$ cat src/pkg/ssc_pkg.sv
// constants, register map and field layout of the second stage config slice
package ssc_pkg;
  // register offsets on the plain port (index, no byte scaling)
  localparam logic [7:0] ADDR_PROBE = 8'h27;
  localparam logic [7:0] ADDR_SHIFT = 8'h28;
  localparam logic [7:0] ADDR_CUR1 = 8'h29;
  localparam logic [7:0] ADDR_TOPO = 8'h2A;
  // reset values
  localparam logic [7:0] RST_PROBE = 8'h00;
  localparam logic [7:0] RST_SHIFT = 8'h00;
  localparam logic [7:0] RST_CUR1 = 8'h00;
  localparam logic [7:0] RST_TOPO = 8'h00;
  // field positions
  localparam int PROBE_EN_BIT = 7;
  localparam int MEAS_HI = 6;
  localparam int MEAS_LO = 3;
  localparam logic [7:0] PROBE_MASK = 8'hF8;
  localparam int SHIFT_HI = 7;
  localparam int SHIFT_LO = 4;
  localparam int DLY_HI = 3;
  localparam int DLY_LO = 1;
  localparam int MSB_BIT = 0;
  localparam int TOPO_HI = 7;
  localparam int TOPO_LO = 4;
  // probe interval: cycles = 16 * count + 16
  localparam int PROBE_MULT = 16;
  localparam int PROBE_BASE = 16;
  // delay step in ns and clock period in ns
  localparam int DLY_STEP_NS = 50;
  localparam int CLK_PERIOD_NS = 8;
  // cycles per delay step, rounded up
  localparam int DLY_STEP_CYC =
    (DLY_STEP_NS + CLK_PERIOD_NS - 1) / CLK_PERIOD_NS;
  localparam int INTEG_W = 24;
  localparam int THRESH_W = 10;
  localparam int CUR_W = 9;
  // topology encodings
  localparam logic [3:0] TOPO_NORMAL = 4'h0;
  localparam logic [3:0] TOPO_UNITY = 4'h1;
endpackage

$ cat src/hw/ssc_zcd_delay.sv
// programmable edge delay for the zero-cross detect signal
`timescale 1ns/1ps
module ssc_zcd_delay #(
  parameter int STEP_CYC = ssc_pkg::DLY_STEP_CYC,
  parameter int CNT_W = 6
) (
  input wire logic clk,
  input wire logic rst_n,
  input wire logic zcd_in,
  input wire logic [2:0] rise_steps,
  input wire logic [2:0] fall_steps,
  output logic zcd_out
);
  logic out_r, out_nxt;
  logic [CNT_W-1:0] cnt_r, cnt_nxt;
  logic [CNT_W-1:0] target;

  // target count for the edge now pending
  always_comb begin
    if (zcd_in) begin
      target = CNT_W'(rise_steps * STEP_CYC);
    end else begin
      target = CNT_W'(fall_steps * STEP_CYC);
    end
  end

  // output follows input after the per-edge delay
  always_comb begin
    out_nxt = out_r;
    cnt_nxt = cnt_r;
    if (zcd_in == out_r) begin
      cnt_nxt = '0;
    end else if (cnt_r >= target) begin
      out_nxt = zcd_in;
      cnt_nxt = '0;
    end else begin
      cnt_nxt = cnt_r + 1'b1;
    end
  end

  always_ff @(posedge clk or negedge rst_n) begin
    if (!rst_n) begin
      out_r <= 1'b0;
      cnt_r <= '0;
    end else begin
      out_r <= out_nxt;
      cnt_r <= cnt_nxt;
    end
  end

  assign zcd_out = out_r;
endmodule // ssc_zcd_delay

$ cat src/hw/ssc_probe_timer.sv
// counts switching cycles and pulses when a resonance probe is due
`timescale 1ns/1ps
module ssc_probe_timer #(
  parameter int CNT_W = 9 // longest interval is 256 ticks
) (
  input wire logic clk,
  input wire logic rst_n,
  input wire logic enable,
  input wire logic [3:0] interval,
  input wire logic cycle_tick,
  output logic probe_req
);
  logic [CNT_W-1:0] cnt_r, cnt_nxt;
  logic req_r, req_nxt;
  logic [CNT_W-1:0] limit;

  assign limit = CNT_W'(interval * ssc_pkg::PROBE_MULT
    + ssc_pkg::PROBE_BASE);

  // one request after every limit switching cycles
  always_comb begin
    cnt_nxt = cnt_r;
    req_nxt = 1'b0;
    if (!enable) begin
      cnt_nxt = '0;
    end else if (cycle_tick) begin
      if (cnt_r + 1'b1 >= limit) begin
        cnt_nxt = '0;
        req_nxt = 1'b1;
      end else begin
        cnt_nxt = cnt_r + 1'b1;
      end
    end
  end

  always_ff @(posedge clk or negedge rst_n) begin
    if (!rst_n) begin
      cnt_r <= '0;
      req_r <= 1'b0;
    end else begin
      cnt_r <= cnt_nxt;
      req_r <= req_nxt;
    end
  end

  assign probe_req = req_r;
endmodule // ssc_probe_timer

$ cat src/hw/ssc_config_regs.sv
// second stage configuration registers and the logic they steer
// Notes on behaviour
// - probe on: measure every 16*count+16 switching cycles, else never
// - threshold is 24-bit integrator shifted right by shift field, 10 bits
// - peak rectify: low bits left after the shift are the threshold
// - channel 1 falling detect delayed by field times 50 ns
// - channel 1 target is 9-bit unsigned, register plus extension bit
// - shift register bit 0 is bit 8 of channel 1 target
// - topology 0 normal, 1 unity tapped as normal, 2-15 tapped ratio
// - channel 1 rising detect delayed by field times 50 ns
// - topology register bit 0 is bit 8 of channel 2 target
// - channel 2 target is 9-bit, external byte plus extension bit
//
// Our own choice: the plain strobed port.
`timescale 1ns/1ps
module ssc_config_regs #(
  parameter int ADDR_W = 8
) (
  input wire logic clk,
  input wire logic rst_n,
  input wire logic [ADDR_W-1:0] reg_addr,
  input wire logic [7:0] reg_wdata,
  input wire logic reg_wr,
  input wire logic reg_rd,
  output logic [7:0] reg_rdata,
  input wire logic [23:0] integrator,
  input wire logic [7:0] chan2_target_current,
  input wire logic switch_cycle_tick,
  input wire logic zero_cross_detect,
  input wire logic chan1_active,
  output logic [9:0] peak_threshold,
  output logic [8:0] chan1_target,
  output logic [8:0] chan2_target,
  output logic probe_request,
  output logic zcd_delayed,
  output logic tapped_buck,
  output logic [3:0] tap_ratio
);
  logic [7:0] probe_r, probe_nxt;
  logic [7:0] shift_r, shift_nxt;
  logic [7:0] cur1_r, cur1_nxt;
  logic [7:0] topo_r, topo_nxt;
  logic [7:0] rdata_r, rdata_nxt;
  logic [9:0] thr_r, thr_nxt;
  logic [8:0] t1_r, t1_nxt;
  logic [8:0] t2_r, t2_nxt;
  logic tap_r, tap_nxt;
  logic [3:0] ratio_r, ratio_nxt;
  logic zs1_r, zs2_r;
  logic [23:0] shifted;
  logic [3:0] topo_f;
  logic dly_out;
  logic zdl_r, zdl_nxt;

  // register writes; reserved probe bits masked off
  always_comb begin
    probe_nxt = probe_r;
    shift_nxt = shift_r;
    cur1_nxt = cur1_r;
    topo_nxt = topo_r;
    if (reg_wr) begin
      case (reg_addr)
        ssc_pkg::ADDR_PROBE: begin
          probe_nxt = reg_wdata & ssc_pkg::PROBE_MASK;
        end
        ssc_pkg::ADDR_SHIFT: begin
          shift_nxt = reg_wdata;
        end
        ssc_pkg::ADDR_CUR1: begin
          cur1_nxt = reg_wdata;
        end
        ssc_pkg::ADDR_TOPO: begin
          topo_nxt = reg_wdata;
        end
        default: begin
          probe_nxt = probe_r;
        end
      endcase
    end
  end

  // read data, valid the cycle after the strobe; unmapped reads zero
  always_comb begin
    rdata_nxt = 8'h00;
    if (reg_rd) begin
      case (reg_addr)
        ssc_pkg::ADDR_PROBE: begin
          rdata_nxt = probe_r & ssc_pkg::PROBE_MASK;
        end
        ssc_pkg::ADDR_SHIFT: begin
          rdata_nxt = shift_r;
        end
        ssc_pkg::ADDR_CUR1: begin
          rdata_nxt = cur1_r;
        end
        ssc_pkg::ADDR_TOPO: begin
          rdata_nxt = topo_r;
        end
        default: begin
          rdata_nxt = 8'h00;
        end
      endcase
    end
  end

  always_ff @(posedge clk or negedge rst_n) begin
    if (!rst_n) begin
      probe_r <= ssc_pkg::RST_PROBE;
      shift_r <= ssc_pkg::RST_SHIFT;
      cur1_r <= ssc_pkg::RST_CUR1;
      topo_r <= ssc_pkg::RST_TOPO;
      rdata_r <= 8'h00;
    end else begin
      probe_r <= probe_nxt;
      shift_r <= shift_nxt;
      cur1_r <= cur1_nxt;
      topo_r <= topo_nxt;
      rdata_r <= rdata_nxt;
    end
  end

  assign reg_rdata = rdata_r;

  // integrator shift and truncation to the comparator width
  assign shifted = integrator >> shift_r[ssc_pkg::SHIFT_HI:ssc_pkg::SHIFT_LO];
  assign topo_f = topo_r[ssc_pkg::TOPO_HI:ssc_pkg::TOPO_LO];

  // derived control outputs
  always_comb begin
    thr_nxt = shifted[ssc_pkg::THRESH_W-1:0];
    t1_nxt = {shift_r[ssc_pkg::MSB_BIT], cur1_r};
    t2_nxt = {topo_r[ssc_pkg::MSB_BIT],
      chan2_target_current};
    tap_nxt = 1'b0;
    ratio_nxt = topo_f;
    case (topo_f)
      ssc_pkg::TOPO_NORMAL: begin
        tap_nxt = 1'b0;
      end
      ssc_pkg::TOPO_UNITY: begin
        tap_nxt = 1'b0;
      end
      default: begin
        tap_nxt = 1'b1;
      end
    endcase
  end

  always_ff @(posedge clk or negedge rst_n) begin
    if (!rst_n) begin
      thr_r <= '0;
      t1_r <= '0;
      t2_r <= '0;
      tap_r <= 1'b0;
      ratio_r <= 4'h0;
    end else begin
      thr_r <= thr_nxt;
      t1_r <= t1_nxt;
      t2_r <= t2_nxt;
      tap_r <= tap_nxt;
      ratio_r <= ratio_nxt;
    end
  end

  assign peak_threshold = thr_r;
  assign chan1_target = t1_r;
  assign chan2_target = t2_r;
  assign tapped_buck = tap_r;
  assign tap_ratio = ratio_r;

  // two-stage synchroniser for the comparator pin
  always_ff @(posedge clk or negedge rst_n) begin
    if (!rst_n) begin
      zs1_r <= 1'b0;
      zs2_r <= 1'b0;
    end else begin
      zs1_r <= zero_cross_detect;
      zs2_r <= zs1_r;
    end
  end

  // periodic resonance probe scheduling
  ssc_probe_timer #(
    .CNT_W(9)
  ) u_probe (
    .clk(clk),
    .rst_n(rst_n),
    .enable(probe_r[ssc_pkg::PROBE_EN_BIT]),
    .interval(probe_r[ssc_pkg::MEAS_HI:ssc_pkg::MEAS_LO]),
    .cycle_tick(switch_cycle_tick),
    .probe_req(probe_request)
  );

  // channel 1 detect delays, rising and falling edge
  ssc_zcd_delay #(
    .STEP_CYC(ssc_pkg::DLY_STEP_CYC),
    .CNT_W(6)
  ) u_zcd (
    .clk(clk),
    .rst_n(rst_n),
    .zcd_in(zs2_r),
    .rise_steps(topo_r[ssc_pkg::DLY_HI:ssc_pkg::DLY_LO]),
    .fall_steps(shift_r[ssc_pkg::DLY_HI:ssc_pkg::DLY_LO]),
    .zcd_out(dly_out)
  );

  // delays apply only on channel 1 cycles; otherwise pass synced level
  always_comb begin
    zdl_nxt = chan1_active ? dly_out : zs2_r;
  end

  // registered so a channel change cannot glitch the detect output
  always_ff @(posedge clk or negedge rst_n) begin
    if (!rst_n) begin
      zdl_r <= 1'b0;
    end else begin
      zdl_r <= zdl_nxt;
    end
  end

  assign zcd_delayed = zdl_r;
endmodule // ssc_config_regs

$ cat config.mk
export PLATFORM = sky130hd
export DESIGN_NAME = ssc_config_regs
export DESIGN_NICKNAME = d
export VERILOG_FILES = /design/src/pkg/ssc_pkg.sv /design/src/hw/ssc_zcd_delay.sv /design/src/hw/ssc_probe_timer.sv /design/src/hw/ssc_config_regs.sv
export SDC_FILE = /design/constraint.sdc
export NUM_CORES = 1
export LEC_CHECK = 0
export ABC_AREA = 1
export BUFFER_PORTS_ARGS = -buffer_cell sky130_fd_sc_hd__buf_4
export CORE_ASPECT_RATIO = 0.6
export CORE_UTILIZATION = 47
export CTS_CLUSTER_SIZE = 40
export DETAILED_ROUTE_END_ITERATION = 10
export GPL_ROUTABILITY_DRIVEN = 0
export PLACE_DENSITY = 0.69
export SLEW_MARGIN = 15
export SYNTH_ARGS = -nofsm -noshare
export SYNTH_HDL_FRONTEND = slang
export SYNTH_HIERARCHICAL = 1
export SYNTH_SLANG_ARGS = --single-unit
$ cat constraint.sdc
create_clock -name clk -period 7.02 [get_ports clk]
set_input_delay 0.351 -clock clk [delete_from_list [all_inputs] [get_ports clk]]
set_output_delay 0.351 -clock clk [all_outputs]
set_load 0.03 [all_outputs]
# Word level (Yosys, flattened, before mapping)
# Index checks and enable logic that the tools add are counted.
# op_classes
n_addsub,3
n_mul,2
order_cmp,2
eq_ne,7
shifts,1
muxes,13
bitwise_logic,1
reduce_logical,7
# op_table
cell,n
$eq A8 B6 Y1 const B,4
$pmux W8 S4,1
$mux W9,3
$shr A24 B4 Y10,1
$mux W6,3
$mul A3 B3 Y6 const B,2
$reduce_and A2 Y1,5
$add A8 B5 Y9 const B,1
$add A9 B1 Y9 const B,1
$ge A9 B9 Y1,1
$mux W8,1
$add A6 B1 Y6 const B,1
$ge A6 B6 Y1,1
$mux W1,5
$eq A4 B1 Y1 const B,1
$logic_not A4 Y1,1
$ne A2 B2 Y1 const B,1
$reduce_or A2 Y1,1
$eq A1 B1 Y1,1
$not A1 Y1,1
# word_totals
ff_bits,90
in_bits,55
word_cells,53

# Logic depth before layout (Yosys ltp)
# Gate-level depths: netlist of run 1.
# logic_depth
ltp_word,5
ltp_mapped,15
depth_no_buf,14

# Cells and area by module
# The synthesis of run 1 kept the hierarchy.
# modules_own_cells
mod,n_inst,cells_each,area_per_inst_um2,seq_area_each_um2
ssc_config_regs,1,439,3618.5,1826.8
ssc_zcd_delay,1,103,873.3,175.2
ssc_probe_timer,1,125,864.6,250.2

# Least setup slack after synthesis of run 1
# OpenSTA, ideal clock, no wires.
# synth_timing
path_kind,flip-flop to flip-flop
start,register shift_r[2]
end,register u_zcd.cnt_r[0]
setup_ns,0.073
arrival_time_ns,2.536
slack_ns,4.411
path_stages_with_launch,14
path_buffers,0
synth_period_minus_slack_ns,2.609
path_cell_list,dfrtp_1 -> fa_1 -> ha_1 -> inv_1 -> fa_1 -> xor2_1 -> nand2_1 -> o21ai_0 -> ha_1 -> nand2_1 -> inv_1 -> a21oi_4 -> nand3_2 -> nor2_1
# synth_between
elab_chain_len,5
# synth_lines
item,line,rtl
start: declaration,ssc_config_regs.sv:40,"logic [7:0] shift_r, shift_nxt;"
start signal: assignment,ssc_config_regs.sv:109,shift_r <= ssc_pkg::RST_SHIFT;
start signal: assignment,ssc_config_regs.sv:115,shift_r <= shift_nxt;
$mul A3 B3 Y6,ssc_zcd_delay.sv:23,target = CNT_W'(fall_steps * STEP_CYC);
$mux W6,ssc_zcd_delay.sv:20,if (zcd_in) begin
$ge A6 B6 Y1,ssc_zcd_delay.sv:33,end else if (cnt_r >= target) begin
$mux W6,ssc_zcd_delay.sv:33,
$mux W6,ssc_zcd_delay.sv:31,if (zcd_in == out_r) begin
net u_zcd.cnt_nxt[0],ssc_zcd_delay.sv:15,"logic [CNT_W-1:0] cnt_r, cnt_nxt;"
end signal: assignment,ssc_zcd_delay.sv:47,cnt_r <= cnt_nxt;
end: declaration,ssc_zcd_delay.sv:15,
# The timed path passes the listed nets, and every way through them passes these cells.
# A chain may end at the register's enable or synchronous reset.

# Final worst setup path of run 1
# layout_timing
start,register topo_r[2]
end,register u_zcd.cnt_r[2]
# layout_between
elab_chain_len,5
# layout_lines
item,line,rtl
start: declaration,ssc_config_regs.sv:42,"logic [7:0] topo_r, topo_nxt;"
start signal: assignment,ssc_config_regs.sv:111,topo_r <= ssc_pkg::RST_TOPO;
start signal: assignment,ssc_config_regs.sv:117,topo_r <= topo_nxt;
$mul A3 B3 Y6,ssc_zcd_delay.sv:21,target = CNT_W'(rise_steps * STEP_CYC);
$mux W6,ssc_zcd_delay.sv:20,
$ge A6 B6 Y1,ssc_zcd_delay.sv:33,
$mux W6,ssc_zcd_delay.sv:33,
$mux W6,ssc_zcd_delay.sv:31,
net u_zcd.cnt_nxt[2],ssc_zcd_delay.sv:15,
# The timed path passes the listed nets, and every way through them passes these cells.

==> key figures, run 1 <==
Cells and area
  – # diodes: 0
  – Area of the multi-input gates: 0.00272 mm2
  – Area growth syn-to-layout: 20.2%
  – Fraction of layout cells with a size suffix above 1: 0.194
  – Finished Cell Area: 0.00644 mm2
  – Seq. cell area: 0.00225 mm2
  – Layout Nets: 839
  – Fill count: 1001

CTS
  – CTS tree: built
  – H-tree depth: 3
  – Worst-Skew Late Latency: 0.34 ns
  – Max clock buf depth: 2
  – Clk slew on worst S/H paths: 0.06 ns
  – CTS root buf: clkbuf_16
  – CTS buffer count: 9
  – Sink Count: 90
  – Post-CTS resize count: 0

Global route
  – Initial antenna violation count: 0
  – First-pass GRT wire length: 22.2 mm
  – GRT Residual Overflow: 0
  – Vias in the first global route: 4473
  – GRT Overall Usage: 0.239
  – Largest net degree at the start of global routing: 79
  – Met3 Track Usage GR: 0.0673
  – Met1 GRT Util: 0.354
  – Met2 Usage GRT: 0.342
  – GRT busiest layer: met1

STA
  – Max-slew violation count: 0
  – Final min period: 2.91 ns
  – FMAX: 343 MHz
  – Fin. Hold Viols: 0
  – Least-Margin Pin Slew: 0.996 ns
  – Period utilization: 0.415
  – Worst slew margin: 0.336
  – Finish-stage setup viols: 0
  – Setup TNS Final: 0 ns
  – RSZ-0062 raised after global routing: no
  – Clk_skew: 0.00456 ns

Die
  – IO Count: 98
  – Row count: 29
  – Die height: 84.7 um
  – Core area: 0.0108 mm2
  – Die Wd: 140 um
  – Initial Util: 0.495
  – Die ar.: 0.0118 mm2

Drt
  – ANT nets after route: 0
  – Via density per instance: 5.33
  – DRT Pass-1 Iters: 6
  – Average routed wire per standard cell: 14.9 um
  – Drt first-iter violations: 414
  – Vias: 4782
  – Post-route DRC: 0
  – Routed WL: 13.4 mm

Pwr
  – Pwr dens: 215 mW/mm2
  – VDD IR max: 0.117 mV
  – Leakage: 3.46 nW

Synth
  – Synth Register Bits: 90
  – Most area-consuming cells after synthesis: dfrtp_1 (42%), nand2_1 (14%), nand3_1 (12%)
  – Syn_nets: 753
  – Cell taking the most area after synthesis: dfrtp_1
  – Synth Warn #: 6
  – Netlist Area Pre-Place: 0.00536 mm2
  – Post-synthesis cell type count: 36
  – Syn_area_per_cell: 8.03 um2
  – Area share of the largest cell type after synthesis: 0.420
  – Mapped Cells: 667
  – Sequential area share after synthesis: 0.420

Setup path
  – CP Capture Type: register
  – CP Cell Sequence: fa_1, ha_1, inv_1, fa_1, xnor2_1, o21ai_0, ha_1, nand2_1, inv_1, a21oi_4, nand3_2, nor2_1
  – WP buf/inv: 2
  – Critical Path RT: 7.29 ns
  – Critical path data arrival time: 3.18 ns
  – Crit path max-delay family: adder cells
  – Crit-path max FO: 7
  – Worst setup SP type: register
  – Max stage delay cell, worst path: fa_1
  – Crit path kind: register to register
  – Worst path max stage delay: 0.55 ns

Hold path
  – HP Class: primary input to register

Outcome
  – Outcome: complete, no violations

Place
  – Number of buffers added on ports: 97
  – Dpl cell area: 0.00611 mm2
  – Dpl hpwl: 9.80 mm

Flow run
  – Number of max-cap violations: 0
metal layers:
layer,vias to the layer above,share of wire
li1,2336,-
met1,2214,0.48
met2,218,0.42
met3,14,0.084
met4,0,0.0099
met5,-,0
cell families (layout without fill, tap and decap cells):
family	Yosys count	in the layout	synth area share
AND/OR/NAND/NOR	406	406	0.360
multiplexers	3	3	0.00584
AO/OA/AOI/OAI	42	42	0.0448
flip-flops	90	90	0.420
XOR/XNOR	9	9	0.0161
adder cells (fa/ha/maj)	31	31	0.0808
buffers and inverters	86	177	0.0719
layout by cell type (no fill, tap or decap), types with 2 or more instances in the layout:
cell,instances
xor2_1,5
nand2_1,203
nand2_4,5
nor2_1,30
buf_4,98
inv_2,4
mux2i_1,2
a21oi_1,5
and2_1,5
clkinv_1,2
clkbuf_16,9
clkbuf_1,3
o21ai_2,4
nor2_2,3
inv_1,55
nor2_8,5
nand2_2,2
bufinv_16,2
dfrtp_1,90
nand3_1,132
xnor2_1,3
nand4_1,12
o21ai_0,16
nor2_4,5
fa_1,6
o21ai_1,15
ha_1,25
stage by stage:
step,hold WS (ns),power [mW],worst slack [ns],std cells,util
finish,0.113,1.38,4.11,897,0.595
global route,0.0947,1.46,3.88,897,0.595
CTS,0.104,1.40,4.12,897,0.595
detailed placement,0.203,0.880,4.15,880,0.565
global placement,0.200,0.873,4.28,880,0.565
floorplan,0.0554,0.774,4.41,667,-
worst reg2reg max path, stage by stage, from the launching register on:
cell,delay [ns]
dfrtp_1,0.48
fa_1,0.55
ha_1,0.16
inv_1,0.06
fa_1,0.37
xnor2_1,0.13
o21ai_0,0.20
ha_1,0.27
nand2_1,0.08
inv_1,0.07
a21oi_4,0.17
nand3_2,0.16
nor2_1,0.13
power by group:
part / total [mW] / internal (mW) / switching [mW]
logic: 0.275 / 0.106 / 0.169
registers: 0.597 / 0.556 / 0.0405
clock network: 0.512 / 0.313 / 0.199
layout make-up:
class                           instances  area share
Clock inverter                          4      0.0119
Multi-Input combinational cell        491       0.422
Inverter                               62      0.0363
Tap cell                              139      0.0270
Clock buffer                           12      0.0367
Timing Repair Buffer                   99       0.116
Sequential cell                        90       0.350
flip-flops by register name, summed over array words and instances, names as in the netlist, 4 cells and up:
name            count
u_zcd/cnt_r         6
shift_r             8
tap_ratio           4
chan2_target        9
probe_r             5
cur1_r              8
topo_r              8
chan1_target        9
u_probe/cnt_r       9
peak_threshold     10
reg_rdata           8
cells in the mapped netlist:
| cell type | count |
|---|---|
| nor2_8 | 5 |
| dfrtp_1 | 90 |
| xor2_1 | 5 |
| nand2_4 | 5 |
| nand3_1 | 132 |
| nand3_4 | 1 |
| xor2_2 | 1 |
| nand2_1 | 203 |
| o21ai_2 | 4 |
| a21oi_2 | 1 |
| nor2_1 | 30 |
| buf_6 | 4 |
| inv_2 | 4 |
| a21oi_4 | 1 |
| ha_1 | 25 |
| nor3_1 | 1 |
| nor2_4 | 5 |
| clkinv_1 | 2 |
| nand3_2 | 1 |
| and2_1 | 5 |
| o21ai_1 | 15 |
| inv_1 | 55 |
| mux2_2 | 1 |
| o21ai_0 | 16 |
| nor2_2 | 3 |
| xnor2_1 | 3 |
| buf_2 | 7 |
| clkbuf_1 | 7 |
| clkinv_2 | 1 |
| mux2i_1 | 2 |
| nor3_2 | 1 |
| nand2_2 | 2 |
| nand4_1 | 12 |
| fa_1 | 6 |
| a21oi_1 | 5 |
| buf_4 | 6 |
what timing repair did:
action	CTS	global route
hold buffers	1	0
endpoints found under the hold margin	12	0
setup buffers	0	0
endpoints found under the setup margin	0	0
path summary, 6_finish.rpt:
| kind | from | end | slack [ns] | cells past startpoint |
|---|---|---|---|---|
| setup / recovery | topo_r[2]$_DFFE_PN0P_ | u_zcd/cnt_r[2]$_DFF_PN0_ | 4.11 | 12 |
| hold / removal | chan2_target_current[2] | chan2_target[2]$_DFF_PN0_ | 0.11 | 1 |
| setup reg to reg | topo_r[2]$_DFFE_PN0P_ | u_zcd/cnt_r[2]$_DFF_PN0_ | 4.11 | 12 |
| max in group asynchronous | rst_n | u_probe/cnt_r[3]$_DFFE_PN0P_ | 5.42 | 3 |
| hold reg to reg | zs1_r$_DFF_PN0_ | zs2_r$_DFF_PN0_ | 0.36 | 0 |
| min in group asynchronous | rst_n | chan1_target[7]$_DFF_PN0_ | 0.38 | 2 |
No activity file was read; power rests on OpenSTA's default activity.
==> run 2: changes to the inputs <==
- PLACE_DENSITY: 0.69 -> 0.72
- clock period: 7.02 -> 2.5 ns (I/O delays scaled with it)
==> run 2 against run 1 <==
The flow now finishes with violations (setup timing). Die area unchanged. Clock-buffer cell count down 1. Sequential power rose to 2.8 times the previous value. Flip-flop and latch count unchanged. Total power increased to 2.8 times the previous value. First-iteration DRC count up 21%. Largest power group unchanged. Worst hold slack got worse by 0.10 ns. Clock skew rose by 0.0029 ns. Largest cell class unchanged. Wire length up 2.4%. Critical path depth is 1 higher. Clock power grew to 2.5 times the previous value. Final area is 3.4% higher.
==> key figures, run 2 (synthesis results as in run 1) <==
Outcome
  – Outcome: finished, violations left
  – Failing checks: setup timing

Setup path
  – Crit path max-delay family: adder cells
  – Crit Reg-Reg Endpoint: u_zcd/cnt_r[3]$_DFF_PN0_
  – Crit path kind: register to register
  – Worst Reg2Reg Path Length in Cells: 13
  – CP Cell Sequence: fa_1, ha_2, inv_2, fa_2, xor2_1, nand2_1, o21ai_2, ha_1, nand2_2, inv_2, a21oi_4, nand3_4, nor2_1
  – Max stage delay cell, worst path: fa_1
  – Reg-to-Reg Start: shift_r[1]$_DFFE_PN0P_
  – WP buf/inv: 2
  – Crit-path max FO: 6
  – Most used cell along the critical path: inv_2
  – Worst path max stage delay: 0.55 ns
  – Critical Path RT: 2.77 ns
  – CP Capture Type: register
  – Critical path data arrival time: 3.01 ns
  – Worst setup SP type: register
  – Flop2flop setup slack: -0.24 ns

STA
  – Max-slew violation count: 0
  – Finish-stage setup viols: 7
  – Period utilization: 1.10
  – Setup WS post-layout: -0.238 ns
  – FMAX: 365 MHz
  – Clk_skew: 0.00748 ns
  – RSZ-0062 raised after global routing: yes
  – Worst slew margin: 0.449
  – Least-Margin Pin Slew: 0.827 ns
  – Final min period: 2.74 ns
  – Fin. Hold Viols: 0

Drt
  – Vias: 4891
  – Post-route DRC: 0
  – Average routed wire per standard cell: 14.9 um
  – DRT Pass-1 Iters: 5
  – ANT nets after route: 0
  – Drt first-iter violations: 500
  – Via density per instance: 5.32
  – Routed WL: 13.7 mm

Pwr
  – Power, Total: 3.82 mW
  – Leakage: 3.55 nW
  – VDD IR max: 0.345 mV
  – Pwr dens: 574 mW/mm2

Die
  – Die height: 84.7 um
  – Core area: 0.0108 mm2
  – Die ar.: 0.0118 mm2
  – Row count: 29
  – IO Count: 98
  – Initial Util: 0.495
  – Die Wd: 140 um

CTS
  – CTS root buf: clkbuf_16
  – Worst-Skew Late Latency: 0.35 ns
  – Clk slew on worst S/H paths: 0.06 ns
  – CTS buffer count: 9
  – Postcts setup bufs: 0
  – CTS tree: built
  – H-tree depth: 3
  – Max clock buf depth: 2
  – Sink Count: 90

Cells and area
  – Most common cell after layout, fill and taps aside: nand2_1
  – Largest register FFs: 10
  – Fill count: 932
  – Seq. cell area: 0.00225 mm2
  – # diodes: 0
  – Area of the multi-input gates: 0.00278 mm2
  – Most frequent cells in the layout: nand2_1 (199), nand3_1 (132), buf_4 (110)
  – Post-route insts no fill: 919
  – Fraction of layout cells with a size suffix above 1: 0.228
  – Layout Nets: 861
  – Area growth syn-to-layout: 24.2%

Hold path
  – Hold_sp: reg_wdata[0]
  – Hold path endpoint: topo_r[0]$_DFFE_PN0P_
  – HP Class: primary input to register
  – WHS Path Cells: 3

Global route
  – Initial antenna violation count: 0
  – GRT Residual Overflow: 0
  – Largest net degree at the start of global routing: 67
  – Vias in the first global route: 4667
  – GRT Overall Usage: 0.246
  – First-pass GRT wire length: 22.8 mm

Flow run
  – Number of max-cap violations: 0

Place
  – Dpl hpwl: 9.91 mm
  – Placed cells: 892
  – Number of buffers added on ports: 97
==> run 2: changes by cell type in the layout (fill, tap and decap cells not counted), sizes merged <==
cell         before  now
dlygate4sd3       1   11
inv              59   61
bufinv            2    0
clkbuf           12   11
clkinv            4    5
buf              98  110
==> run 2: layer usage <==
metal  global-route usage  vias to the layer above  part of all wire
met2                0.366                      190              0.44
li1                     -                     2382                 -
met1                0.357                     2304              0.48
met3               0.0565                       15             0.073
met4               0.0739                        0             0.012
met5                    0                        -                 0
==> run 2: through the flow <==
stage               TNS [ns]  worst slack [ns]  hold slack, ns  instance area [um2]  utilization
finish                 -1.49            -0.238          0.0131                 6660        0.615
global route           -2.15            -0.326         0.00722                 6660        0.615
CTS                    -1.58            -0.236         0.00252                 6630        0.613
detailed placement     -1.56            -0.260           0.238                 6210        0.575
global placement      -0.610           -0.0998           0.236                 6210        0.575
floorplan             -0.351           -0.0640          -0.171                 5370            -
==> run 2: report_power, final <==
part	internal, mW	total, mW	switching [mW]
clock	0.709	1.29	0.585
sequential	1.56	1.65	0.0846
combinational	0.342	0.881	0.539
==> run 2: area by class of cell <==
class	count	area share
multi-input cells	491	0.417
inverters	62	0.0352
clock inverters	5	0.00583
well taps	139	0.0261
clock buffers	11	0.0365
repair buffers	121	0.141
flip-flops and latches	90	0.339
==> run 2: worst register-to-register path, delay by kind of cell (launching register included) <==
| family | cells | cell delay (ns) |
|---|---|---|
| and+or+nand+nor | 4 | 0.41 |
| xor gates and xnor gates | 1 | 0.15 |
| adders and majority gates | 4 | 1.37 |
| AOI/OAI and AO/OA | 2 | 0.24 |
| buffers and inverters | 2 | 0.09 |
| DFF | 1 | 0.40 |
==> run 2: worst max-delay path by stage <==
stage | cells after the start | start | to | slack, ns
final | 13 | shift_r[1]$_DFFE_PN0P_ | u_zcd/cnt_r[3]$_DFF_PN0_ | -0.24
after global routing | 13 | shift_r[1]$_DFFE_PN0P_ | u_zcd/cnt_r[3]$_DFF_PN0_ | -0.33
after CTS | 13 | shift_r[1]$_DFFE_PN0P_ | u_zcd/cnt_r[2]$_DFF_PN0_ | -0.24
after detailed placement | 12 | topo_r[1]$_DFFE_PN0P_ | u_zcd/cnt_r[0]$_DFF_PN0_ | -0.26
after global placement | 12 | shift_r[1]$_DFFE_PN0P_ | u_zcd/cnt_r[1]$_DFF_PN0_ | -0.1
after floorplan | 12 | shift_r[1]$_DFFE_PN0P_ | u_zcd/cnt_r[1]$_DFF_PN0_ | -0.06
==> run 2: repair_timing <==
action	4_1_cts	5_1_grt
hold buffers	11	0
endpoints found under the hold margin	74	0
resized for setup	8	5
gates cloned	0	0
pin swaps	5	11
endpoints found under the setup margin	7	7
==> run 3: changes to the inputs <==
- PLACE_DENSITY: 0.72 -> 0.69
- clock period: 2.5 -> 3.15 ns (I/O delays scaled with it)
==> run 3 against run 2 <==
The flow now finishes without violations. First-iteration DRC count fell by 28%. Clock-buffer cell count fell by 1. Sequential share of layout area rose by 0.53 points. Final cell count fell by 0.98%. Flip-flop and latch count did not move. Via count fell by 1.4%. Fmax fell by 6.0%.
==> key figures, run 3 (synthesis results as in run 1) <==
Global route
  – First-pass GRT wire length: 22.3 mm
  – Met2 Usage GRT: 0.341
  – Met1 GRT Util: 0.364
  – GRT busiest layer: met1
  – Initial antenna violation count: 0
  – GRT Residual Overflow: 0
  – Vias in the first global route: 4460
  – Largest net degree at the start of global routing: 45
  – Met3 Track Usage GR: 0.0616
  – GRT Overall Usage: 0.241

Setup path
  – Worst path max stage delay: 0.56 ns
  – Crit Reg-Reg Endpoint: u_zcd/cnt_r[2]$_DFF_PN0_
  – Flop2flop setup slack: 0.24 ns
  – Worst setup SP type: register
  – Worst Reg2Reg Path Length in Cells: 12
  – Reg-to-Reg Start: topo_r[2]$_DFFE_PN0P_
  – CP Cell Sequence: fa_1, ha_1, inv_1, fa_1, xnor2_1, o21ai_0, ha_1, nand2_1, inv_1, a21oi_4, nand3_2, nor2_1
  – CP Capture Type: register
  – Critical Path RT: 3.42 ns
  – Crit path kind: register to register
  – Crit-path max FO: 7
  – Max stage delay cell, worst path: fa_1
  – Critical path data arrival time: 3.18 ns

Cells and area
  – Most common cell after layout, fill and taps aside: nand2_1
  – Finished Cell Area: 0.00655 mm2
  – Largest register FFs: 10
  – # diodes: 0
  – Layout Nets: 852
  – Most frequent cells in the layout: nand2_1 (203), nand3_1 (132), buf_4 (102)
  – Final core utilization: 0.605
  – Area growth syn-to-layout: 22.2%
  – Fraction of layout cells with a size suffix above 1: 0.198
  – Fill count: 977

Die
  – Initial Util: 0.495
  – Die ar.: 0.0118 mm2
  – Core area: 0.0108 mm2
  – Row count: 29
  – Die Wd: 140 um
  – IO Count: 98
  – Die height: 84.7 um

STA
  – Worst slew margin: 0.601
  – Finish-stage setup viols: 0
  – Setup TNS Final: 0 ns
  – Fin. Hold Viols: 0
  – Least-Margin Pin Slew: 0.596 ns
  – Clk_skew: 0.00909 ns
  – Max-slew violation count: 0
  – Period utilization: 0.925
  – Final min period: 2.91 ns
  – FMAX: 343 MHz
  – Hold slack: 0.0292 ns
  – RSZ-0062 raised after global routing: no

CTS
  – Postcts setup bufs: 0
  – H-tree depth: 3
  – CTS buffer count: 9
  – CTS tree: built
  – Sink Count: 90
  – Post-CTS resize count: 0
  – Max clock buf depth: 2
  – Clk slew on worst S/H paths: 0.06 ns
  – CTS root buf: clkbuf_16
  – Worst-Skew Late Latency: 0.35 ns

Outcome
  – Outcome: complete, no violations

Place
  – Dpl hpwl: 10.0 mm
  – Dpl cell area: 0.00614 mm2
  – Number of buffers added on ports: 97

Drt
  – ANT nets after route: 0
  – Average routed wire per standard cell: 14.9 um
  – Via density per instance: 5.30
  – Routed WL: 13.6 mm
  – DRT Pass-1 Iters: 5
  – Drt first-iter violations: 358
  – Post-route DRC: 0
  – Vias: 4822

Flow run
  – Number of max-cap violations: 0

Pwr
  – VDD IR max: 0.282 mV
  – Pwr dens: 469 mW/mm2
  – Leakage: 3.52 nW

Hold path
  – HP Class: primary input to register
  – WHS Path Cells: 3
  – Hold_sp: reg_rd
  – Hold path endpoint: reg_rdata[0]$_DFF_PN0_
[run 3: cell count changes in the layout (fill, tap and decap cells not counted), moves of 3 or more]
| cell | before | now |
|---|---|---|
| nand2_2 | 6 | 2 |
| buf_4 | 110 | 102 |
| nand2_1 | 199 | 203 |
| ha_1 | 22 | 25 |
| nor2_1 | 27 | 30 |
[run 3: layout make-up]
class	instances	area [um2]	share of cell area
timing repair buffer	112	866	0.132
clock inverter	6	72.6	0.0111
tap	139	174	0.0266
clock buffer	10	229	0.0350
multi-input combinational	491	2720	0.415
sequential	90	2250	0.344
inverter	62	234	0.0357
[run 3: worst max-delay path by stage]
stage	startpoint	endpoint	slack (ns)	depth (start not counted)
after CTS	topo_r[2]$_DFFE_PN0P_	u_zcd/cnt_r[2]$_DFF_PN0_	0.23	12
after floorplan	shift_r[2]$_DFFE_PN0P_	u_zcd/cnt_r[0]$_DFF_PN0_	0.54	13
final	topo_r[2]$_DFFE_PN0P_	u_zcd/cnt_r[2]$_DFF_PN0_	0.24	12
after global routing	topo_r[2]$_DFFE_PN0P_	u_zcd/cnt_r[1]$_DFF_PN0_	0.06	12
after global placement	topo_r[2]$_DFFE_PN0P_	u_zcd/cnt_r[5]$_DFF_PN0_	0.41	12
after detailed placement	topo_r[2]$_DFFE_PN0P_	u_zcd/cnt_r[2]$_DFF_PN0_	0.24	12
[run 3: through the flow]
stage	cells	setup WS, ns	power, mW
global route	910	0.0608	3.23
global placement	884	0.407	1.95
detailed placement	884	0.237	1.97
floorplan	667	0.541	1.72
finish	910	0.238	3.07
CTS	910	0.226	3.09
[run 3: report_power, final]
| part | internal [mW] | leakage, nW | switching [mW] |
|---|---|---|---|
| registers | 1.24 | 1.14 | 0.0730 |
| clock network | 0.628 | 0.150 | 0.481 |
| logic | 0.250 | 2.23 | 0.400 |
[run 3: timing repair]
| item | CTS | global route |
|---|---|---|
| setup endpoints to repair | 0 | 0 |
| hold buffers | 10 | 0 |
| hold endpoints to repair | 51 | 0 |
[run 3: worst max-delay path, delay by kind of cell (launching register included)]
family	cells	cell delay, ns
buf+inv	2	0.13
flops	1	0.49
compound gates	2	0.34
fa+ha+maj	4	1.35
xor+xnor	1	0.13
simple gates	3	0.39
[run 3: layer usage]
metal / vias up / wire [um]
li1: 2364 / -
met1: 2248 / 6650
met2: 198 / 5700
met3: 12 / 1080
met4: 0 / 131
met5: - / 0
